--- src/hw/lds_pkg.sv ---
// Constants for the LED driver routine setup and monitor register bank.
// Assumes the serial frame decoder hands over bank 0 accesses as address and data.
package lds_pkg;

    // Register addresses inside bank 0
    localparam logic [5:0] ADDR_LED_COUNT_SETUP   = 6'h09;
    localparam logic [5:0] ADDR_DELAY_SETUP       = 6'h0A;
    localparam logic [5:0] ADDR_CURRENT_MONITOR   = 6'h0C;
    localparam logic [5:0] ADDR_REG_MODE_READBACK = 6'h0F;

    // Field positions in the routine setup register
    localparam int COUNT_LSB      = 0;
    localparam int COUNT_MSB      = 3;
    localparam int FLOAT_DONE_BIT = 4;
    localparam int FLOAT_START_BIT = 5;
    localparam int HALVING_BIT    = 6;
    localparam int AMP_REDUCE_BIT = 7;

    // Field positions in the current monitor register
    localparam int LED_BAND_LSB   = 0;
    localparam int IN_BAND_LSB    = 2;
    localparam int MON_DONE_BIT   = 4;
    localparam int MON_START_BIT  = 5;

    // Field position in the regulation mode readback register
    localparam int MODE_LSB       = 2;

    // Values after reset
    localparam logic [3:0] RST_LED_COUNT  = 4'h8;
    localparam logic [7:0] RST_DELAY      = 8'h80;
    localparam logic [1:0] RST_LED_BAND   = 2'h0;
    localparam logic [1:0] RST_IN_BAND    = 2'h0;
    localparam logic [1:0] RST_REG_MODE   = 2'h1;

    // Regulation modes reported by the power stage
    typedef enum logic [1:0] {
        LDS_MODE_BUCK       = 2'h1,
        LDS_MODE_BOOST      = 2'h2,
        LDS_MODE_BUCK_BOOST = 2'h3
    } lds_mode_t;

endpackage : lds_pkg

--- src/hw/lds_regs.sv ---
// Routine setup and monitor register bank of the LED driver controller.
// Assumes a frame decoder delivering one-cycle read and write strobes for
// bank 0, and routine engines that pulse a success flag when a run ends.
// Functional notes
// - Four-bit LED series count, resets to eight
// - Float routine done flag, set on success
// - Writing float start one clears done flag
// - Float start bit activates routine, resets zero
// - Halving bit halves peak limit during routine
// - Amp reduce bit applies only during routine
// - Eight-bit routine delay, resets to 0x80
// - LED current band in bits 1:0
// - Input current band in bits 3:2
// - Monitor done set on success, cleared by start
// - Monitor start bit launches monitoring routine
// - Regulation mode readback, buck after reset
// - Unmapped accesses ignored, reads give diagnosis
`timescale 1ns/10ps

module lds_regs #(
    parameter int ADDR_W = 6
) (
    // Clock and reset
    input  wire logic              i_sys_clk,
    input  wire logic              i_reset_n,
    // Register access from the frame decoder
    input  wire logic              i_wr_en,
    input  wire logic              i_rd_en,
    input  wire logic [ADDR_W-1:0] i_addr,
    input  wire logic [7:0]        i_wdata,
    output logic      [7:0]        o_rdata,
    output logic                   o_rd_ack,
    output logic                   o_rd_diag,
    // Float routine engine
    input  wire logic              i_float_routine_ok,
    output logic                   o_float_routine_active,
    output logic      [3:0]        o_led_series_count,
    output logic                   o_peak_limit_halving,
    output logic                   o_amp_current_reduce,
    output logic      [7:0]        o_float_routine_delay,
    // Current monitor engine
    input  wire logic              i_monitor_ok,
    input  wire logic [1:0]        i_led_current_band,
    input  wire logic [1:0]        i_input_current_band,
    output logic                   o_monitor_run,
    // Power stage mode
    input  wire logic [1:0]        i_regulation_mode
);

    // The address map is six bits wide; other widths would alias registers
    if (ADDR_W != 6) begin : g_bad_addr_w
        $error("lds_regs: ADDR_W must be 6");
    end

    logic       halving_q;
    logic       amp_reduce_q;
    logic       float_done_q;
    logic       monitor_done_q;
    logic [1:0] led_band_q;
    logic [1:0] in_band_q;
    logic [1:0] reg_mode_q;
    logic       wr_setup;
    logic       wr_delay;
    logic       wr_monitor;
    logic       float_start_wr;
    logic       monitor_start_wr;
    logic       mapped;
    logic [7:0] rd_mux;

    // Address decode of write strobes
    assign wr_setup         = i_wr_en && (i_addr == lds_pkg::ADDR_LED_COUNT_SETUP);
    assign wr_delay         = i_wr_en && (i_addr == lds_pkg::ADDR_DELAY_SETUP);
    assign wr_monitor       = i_wr_en && (i_addr == lds_pkg::ADDR_CURRENT_MONITOR);
    assign float_start_wr   = wr_setup && i_wdata[lds_pkg::FLOAT_START_BIT];
    assign monitor_start_wr = wr_monitor && i_wdata[lds_pkg::MON_START_BIT];

    // Setup fields of the routine setup register
    always_ff @(posedge i_sys_clk or negedge i_reset_n) begin
        if (!i_reset_n) begin
            o_led_series_count     <= lds_pkg::RST_LED_COUNT;
            o_float_routine_active <= 1'b0;
            halving_q              <= 1'b0;
            amp_reduce_q           <= 1'b0;
        end else if (wr_setup) begin
            o_led_series_count     <= i_wdata[lds_pkg::COUNT_MSB:lds_pkg::COUNT_LSB];
            o_float_routine_active <= i_wdata[lds_pkg::FLOAT_START_BIT];
            halving_q              <= i_wdata[lds_pkg::HALVING_BIT];
            amp_reduce_q           <= i_wdata[lds_pkg::AMP_REDUCE_BIT];
        end
    end

    // Routine delay, passed raw; the engine scales it to the switching rate
    always_ff @(posedge i_sys_clk or negedge i_reset_n) begin
        if (!i_reset_n) begin
            o_float_routine_delay <= lds_pkg::RST_DELAY;
        end else if (wr_delay) begin
            o_float_routine_delay <= i_wdata;
        end
    end

    // Halving and amp reduction reach the analog side only while the routine
    // runs, one cycle late, so a stale setting lingers one cycle after a stop at most
    always_ff @(posedge i_sys_clk or negedge i_reset_n) begin
        if (!i_reset_n) begin
            o_peak_limit_halving <= 1'b0;
            o_amp_current_reduce <= 1'b0;
        end else begin
            o_peak_limit_halving <= halving_q && o_float_routine_active;
            o_amp_current_reduce <= amp_reduce_q && o_float_routine_active;
        end
    end

    // Float done flag; a success in the same cycle as a restart wins
    always_ff @(posedge i_sys_clk or negedge i_reset_n) begin
        if (!i_reset_n) begin
            float_done_q <= 1'b0;
        end else if (i_float_routine_ok && o_float_routine_active) begin
            float_done_q <= 1'b1;
        end else if (float_start_wr) begin
            float_done_q <= 1'b0;
        end
    end

    // Monitor start bit
    always_ff @(posedge i_sys_clk or negedge i_reset_n) begin
        if (!i_reset_n) begin
            o_monitor_run <= 1'b0;
        end else if (wr_monitor) begin
            o_monitor_run <= i_wdata[lds_pkg::MON_START_BIT];
        end
    end

    // Monitor done flag; set wins over the clear of a restart
    always_ff @(posedge i_sys_clk or negedge i_reset_n) begin
        if (!i_reset_n) begin
            monitor_done_q <= 1'b0;
        end else if (i_monitor_ok && o_monitor_run) begin
            monitor_done_q <= 1'b1;
        end else if (monitor_start_wr) begin
            monitor_done_q <= 1'b0;
        end
    end

    // Current bands are captured when a monitoring run succeeds, so software
    // reads one coherent snapshot; writes never touch them
    always_ff @(posedge i_sys_clk or negedge i_reset_n) begin
        if (!i_reset_n) begin
            led_band_q <= lds_pkg::RST_LED_BAND;
            in_band_q  <= lds_pkg::RST_IN_BAND;
        end else if (i_monitor_ok && o_monitor_run) begin
            led_band_q <= i_led_current_band;
            in_band_q  <= i_input_current_band;
        end
    end

    // Regulation mode follows the power stage every cycle
    always_ff @(posedge i_sys_clk or negedge i_reset_n) begin
        if (!i_reset_n) begin
            reg_mode_q <= lds_pkg::RST_REG_MODE;
        end else begin
            reg_mode_q <= i_regulation_mode;
        end
    end

    // Read data multiplexer; unused bits read as zero
    always_comb begin
        rd_mux = 8'h00;
        mapped = 1'b1;
        unique case (i_addr)
            lds_pkg::ADDR_LED_COUNT_SETUP: begin
                rd_mux = {amp_reduce_q, halving_q, o_float_routine_active,
                          float_done_q, o_led_series_count};
            end
            lds_pkg::ADDR_DELAY_SETUP: begin
                rd_mux = o_float_routine_delay;
            end
            lds_pkg::ADDR_CURRENT_MONITOR: begin
                rd_mux = {2'h0, o_monitor_run, monitor_done_q, in_band_q, led_band_q};
            end
            lds_pkg::ADDR_REG_MODE_READBACK: begin
                rd_mux = {4'h0, reg_mode_q, 2'h0};
            end
            default: begin
                mapped = 1'b0;
            end
        endcase
    end

    // Read answer one cycle after the strobe; an unmapped read leaves the
    // data untouched and asks the frame encoder for the diagnosis frame
    always_ff @(posedge i_sys_clk or negedge i_reset_n) begin
        if (!i_reset_n) begin
            o_rdata   <= 8'h00;
            o_rd_ack  <= 1'b0;
            o_rd_diag <= 1'b0;
        end else begin
            o_rd_ack  <= i_rd_en && mapped;
            o_rd_diag <= i_rd_en && !mapped;
            if (i_rd_en && mapped) begin
                o_rdata <= rd_mux;
            end
        end
    end
endmodule : lds_regs

--- config.mk ---
export PLATFORM = sky130hd
export DESIGN_NAME = lds_regs
export DESIGN_NICKNAME = d
export VERILOG_FILES = /design/src/hw/lds_pkg.sv /design/src/hw/lds_regs.sv
export SDC_FILE = /design/constraint.sdc
export NUM_CORES = 1
export LEC_CHECK = 0
export BUFFER_PORTS_ARGS = -buffer_cell sky130_fd_sc_hd__buf_2
export CORE_AREA = 2 2 76 78
export DETAILED_ROUTE_END_ITERATION = 10
export DIE_AREA = 0 0 78 80
export GPL_ROUTABILITY_DRIVEN = 1
export MAX_ROUTING_LAYER = met4
export PLACE_DENSITY_LB_ADDON = 0.25
export RECOVER_POWER = 25
export SLEW_MARGIN = 20
export SYNTH_ARGS = -nofsm -noshare
export SYNTH_HDL_FRONTEND = slang
export SYNTH_SLANG_ARGS = --single-unit
--- constraint.sdc ---
create_clock -name i_sys_clk -period 1.59 [get_ports i_sys_clk]
set_clock_uncertainty 0.2 [all_clocks]
set_input_delay 0 -clock i_sys_clk [delete_from_list [all_inputs] [get_ports i_sys_clk]]
set_output_delay 0 -clock i_sys_clk [all_outputs]
set_load 0.01 [all_outputs]
Word level (Yosys, flattened, before mapping)
Cells that the tools add are included.
- eq/ne operators: 4
- muxes and demuxes: 6
- reduce and logical (&&, ||, !) cells: 15
- operator list (kind ; count):
    $pmux W8 S4 ; 1
    $eq A6 B4 Y1 const B ; 4
    $logic_and A1 B1 Y1 ; 11
    $mux W1 ; 5
    $reduce_bool A2 Y1 ; 2
    $reduce_or A4 Y1 ; 1
    $logic_not A1 Y1 ; 1
- register bits: 36
- word-level logic and storage cells: 41

Logic depth before layout (Yosys ltp)
- depth after elaboration: 5
- gate-level depth with buffers: 6

Worst setup path after synthesis
No wires, ideal clock.
- kind: input port to flip-flop
- start point: input i_addr[5]
- end point: register o_float_routine_delay[0]
- arrival time: 1.285 ns
- required time: 1.265 ns
- slack: -0.019 ns
- stages: 4
- path buffers: 0
- cell sequence: or4b_4 > nor3b_4 > nand2_4 > mux2_2
- cells in the longest elaborated chain, start to end: 2
- RTL lines (what ; RTL line ; source):
    from (decl) ; lds_regs.sv:29 ; input wire logic [ADDR_W-1:0] i_addr,
    $eq A6 B4 Y1 ; lds_regs.sv:72 ; assign wr_delay = i_wr_en && (i_addr == lds_pkg::ADDR_DELAY_SETUP);
    $logic_and A1 B1 Y1 ; lds_regs.sv:72 ;
    to (signal assigned) ; lds_regs.sv:95 ; o_float_routine_delay <= lds_pkg::RST_DELAY;
    to (signal assigned) ; lds_regs.sv:97 ; o_float_routine_delay <= i_wdata;
    to (decl) ; lds_regs.sv:40 ; output logic [7:0] o_float_routine_delay,
No other way between the ends.
A chain may end at the register's enable or synchronous reset.

Final worst setup path
- start point: register in_band_q[0]
- end point: register o_rdata[2]
- cells in the longest elaborated chain, start to end: 1
- RTL lines (what ; RTL line ; source):
    from (decl) ; lds_regs.sv:60 ; logic [1:0] in_band_q;
    from (signal assigned) ; lds_regs.sv:149 ; in_band_q <= lds_pkg::RST_IN_BAND;
    from (signal assigned) ; lds_regs.sv:152 ; in_band_q <= i_input_current_band;
    $pmux W8 S4 ; lds_regs.sv:169 ; unique case (i_addr)
    to (signal assigned) ; lds_regs.sv:200 ; o_rdata <= rd_mux;
    to (decl) ; lds_regs.sv:31 ; output logic [7:0] o_rdata,
No other way between the ends.

==> summary.md <==
| Metric | Value |
|---|---|
| Setup Viol. Count Final | `0` |
| Starting DRT DRC Count | `just under 50` |
| Worst skew pair latency | `0.28 ns` |
| Top FF cell, synth | `dfrtp_1` |
| H-tree depth | `2` |
| Pre-CTS WS | `-0.0913 ns` |
| Vias in the first global route | `roughly 1.3k` |
| Die height | `approximately 80 um` |
| Drt wl/cell | `approximately 14 um` |
| Net Sw Power | `around 600 uW` |
| Crit-path max FO | `2` |
| Multi-input gate area | `about 640 um2` |
| Run status | `complete, no violations` |
| Final hold vios | `0` |
| Arrival time at the worst endpoint | `about 1.5 ns` |
| Clock share of power | `between 20% and 30%` |
| Die W | `~78 um` |
| Sink Count | `36` |
| Worst path cell trace | `or3b_2 > a21oi_1 > a221oi_1 > a31oi_1` |
| Global route overflow | `0` |
| Crit-path slowest cell | `or3b_2` |
| Hold WS | `around 0.025 ns` |
| First-pass GRT wire length | `6.06 mm` |
| Placed instance count | `around 240` |
| Worst setup SP type | `register` |
| Netlist Area Pre-Place | `approximately 0.0016 mm2` |
| Routed via count | `1,217` |
| Yosys Warn Count | `0` |
| Post-synthesis sequential area ratio | `between 50% and 60%` |
| ANT nets after route | `0` |
| Final cell count without fillers | `269` |
| Crit end category | `register` |
| Lkg Pwr | `~0.0011 uW` |
| Share of post-route cells with drive strength above 1 | `approximately 51%` |
| Post-DP HPWL | `~2.8 mm` |
| Placed cell areas | `slightly below 0.002 mm2` |
| # IOs | `52` |
| HP Class | `input pin to register` |
| Seq pwr share | `51.3%` |
| NumNets Final | `between 200 and 250` |
| Avg Inst Size Synth | `roughly 14 um2` |
| Drt first pass iters | `4` |
| Fill count | `approximately 540` |
| Worst Path Required | `between 1.5 and 2 ns` |
| Distinct cell type count after synthesis | `31` |
| Max-Cap Viols | `0` |
| EDFF count, synth | `0` |
| Crit Path Category | `register to register` |
| Wirelength, routed | `3.72 mm` |
| CORE AREA | `between 0.005 and 0.006 mm2` |
| TNS Setup | `0 ns` |
| Sw frac | `between 20% and 30%` |
| Initial antenna violation count | `0` |
| Setup Fix Bufs, Post-CTS | `0` |
| Part of the cycle the worst path needs | `95.0%` |
| N_diodes | `0` |
| Post-Syn Instances | `around 110` |
| Drt drc | `0` |
| Least-Margin Pin Slew | `approximately 0.85 ns` |
| Slew Viols, Final | `0` |
| Pint | `approximately 1700 uW` |
| Yosys reg bits | `36` |
| Port bufs | `between 50 and 60` |
| Row Count | `27` |
| Max incr delay on CP | `~0.43 ns` |
| RePlAce Congestion | `0.846` |
| Reg2Reg Depth | `4` |
| Die area | `0.00624 mm2` |
| GRT Overall Usage | `a little over an eighth` |
| Synth async-reset ratio | `100%` |
| TritonCTS clock tree | `yes` |
| F_max | `around 0.66 GHz` |
| TritonCTS Buffers | `5` |
| Worst setup margin | `0.0793 ns` |
| Combinational group share of total power | `slightly above 20%` |
| Hold Path Depth | `5` |
| RSZ-0062 raised after global routing | `no` |
| Clk buf depth | `2` |
| Design area | `roughly 0.0022 mm2` |
| CTS Root Cell | `clkbuf_8` |
| Pin count of the biggest net entering global routing | `37` |
| Vias per cell | `4.52` |
| Relative slew slack | `43.6%` |
| Syn_nets | `between 100 and 150` |
| Tmin final | `~1.5 ns` |
| Maximum vdd drop | `between 500 and 600 uV` |
| Pwr per Cell Area | `approximately 1000 mW/mm2` |
| Area growth from synthesis to layout | `43.0%` |
| Initial Util | `between 20% and 30%` |
| Clock transition at the registers of the reported paths | `0.07 ns` |
| Total area of sequential cells | `a little over 900 um2` |
synth_stat cells (2+ instances only):
master | count | area, um2
a21oi_1 | 8 | 40.0
a221oi_1 | 2 | 17.5
a22o_1 | 4 | 35.0
a22oi_1 | 3 | 22.5
a31oi_1 | 2 | 12.5
a41oi_1 | 3 | 26.3
and2_1 | 2 | 12.5
buf_2 | 2 | 10.0
dfrtp_1 | 33 | 826
dfstp_2 | 3 | 78.8
mux2_2 | 21 | 236
nand2_1 | 7 | 26.3
nand3_1 | 4 | 20.0
nor2b_1 | 2 | 12.5
or3b_2 | 2 | 17.5
cells by family after synthesis:
kind of cell | share of synthesized area [%]
AND/OR/NAND/NOR | 12.9
AO/OA/AOI/OAI | 11.4
flip-flops | 57.8
buffers and inverters | 1.12
multiplexers | 15.1
XOR/XNOR | 1.68
repair_timing:
action                                  4_1_cts  5_1_grt
hold endpoints to repair                     67        0
endpoints found under the setup margin        0        0
hold buffers                                 19        0
gates resized for setup                       0        0
stage by stage:
step	utilization, %	total power (uW)
2_1_floorplan	-	1420
3_3_place_gp	36.2	1640
3_5_place_dp	36.2	1650
4_1_cts	41.5	2360
5_1_grt	41.4	2450
6_report	41.4	2320
power groups by stage:
stage	logic (uW)	registers (uW)	clock network, uW
2_1_floorplan	198	1230	0
3_3_place_gp	428	1210	0
3_5_place_dp	440	1210	0
4_1_cts	477	1190	684
5_1_grt	513	1220	723
6_report	469	1190	660
critical path: cells and delay by family (launching register included):
family | cells | cell delay, ns
simple gates | 1 | 0.43
compound gates | 3 | 0.46
flops | 1 | 0.34
layout by cell type, fill, tap and decap left out, drive strengths merged, types with 2 or more instances in the layout:
master,synthesis,routed
mux2,21,21
a31oi,2,2
or3b,3,3
dfstp,3,3
a22oi,3,3
clkbuf,1,8
dfrtp,33,33
a41oi,3,3
nor2b,2,2
buf,2,58
a21oi,8,8
nand2,9,9
a22o,4,4
nand3,4,4
and2,2,2
dlygate4sd3,0,19
a221oi,2,2
final timing paths:
path                                               start                        end  slack [ns]
worst max-delay path            in_band_q[0]$_DFFE_PN0P_     o_rdata[2]$_DFFE_PN0P_        0.08
worst min-delay path                           i_addr[0]  o_monitor_run$_DFFE_PN0P_        0.03
worst max register to register  in_band_q[0]$_DFFE_PN0P_     o_rdata[2]$_DFFE_PN0P_        0.08
worst min register to register  in_band_q[1]$_DFFE_PN0P_   in_band_q[1]$_DFFE_PN0P_        0.30
max in group asynchronous                      i_reset_n  led_band_q[1]$_DFFE_PN0P_        0.41
min in group asynchronous                      i_reset_n   in_band_q[0]$_DFFE_PN0P_        0.24
area by class of cell:
class,count,share of cell area (%)
inverter,1,0.168
tap,72,4.02
timing repair buffer,78,22.5
clock buffer,7,3.86
multi-input combinational,74,28.7
clock inverter,1,0.335
sequential,36,40.4
state kept, by name, indices dropped and copies added (netlist names), 2 cells and up:
name and count:
in_band_q 2, led_band_q 2, o_float_routine_delay 8, o_led_series_count 4
o_rdata 8, reg_mode_q 2
routing by layer:
layer / global-route usage [%] / vias to the layer above / part of all wire [%]
met5: - / - / 0
met2: 21.8 / 28 / 52
met4: 5.79 / 0 / 1.9
li1: - / 593 / -
met1: 15.2 / 591 / 42
met3: 3.17 / 5 / 4.0
(Power assumes the default switching activity.)
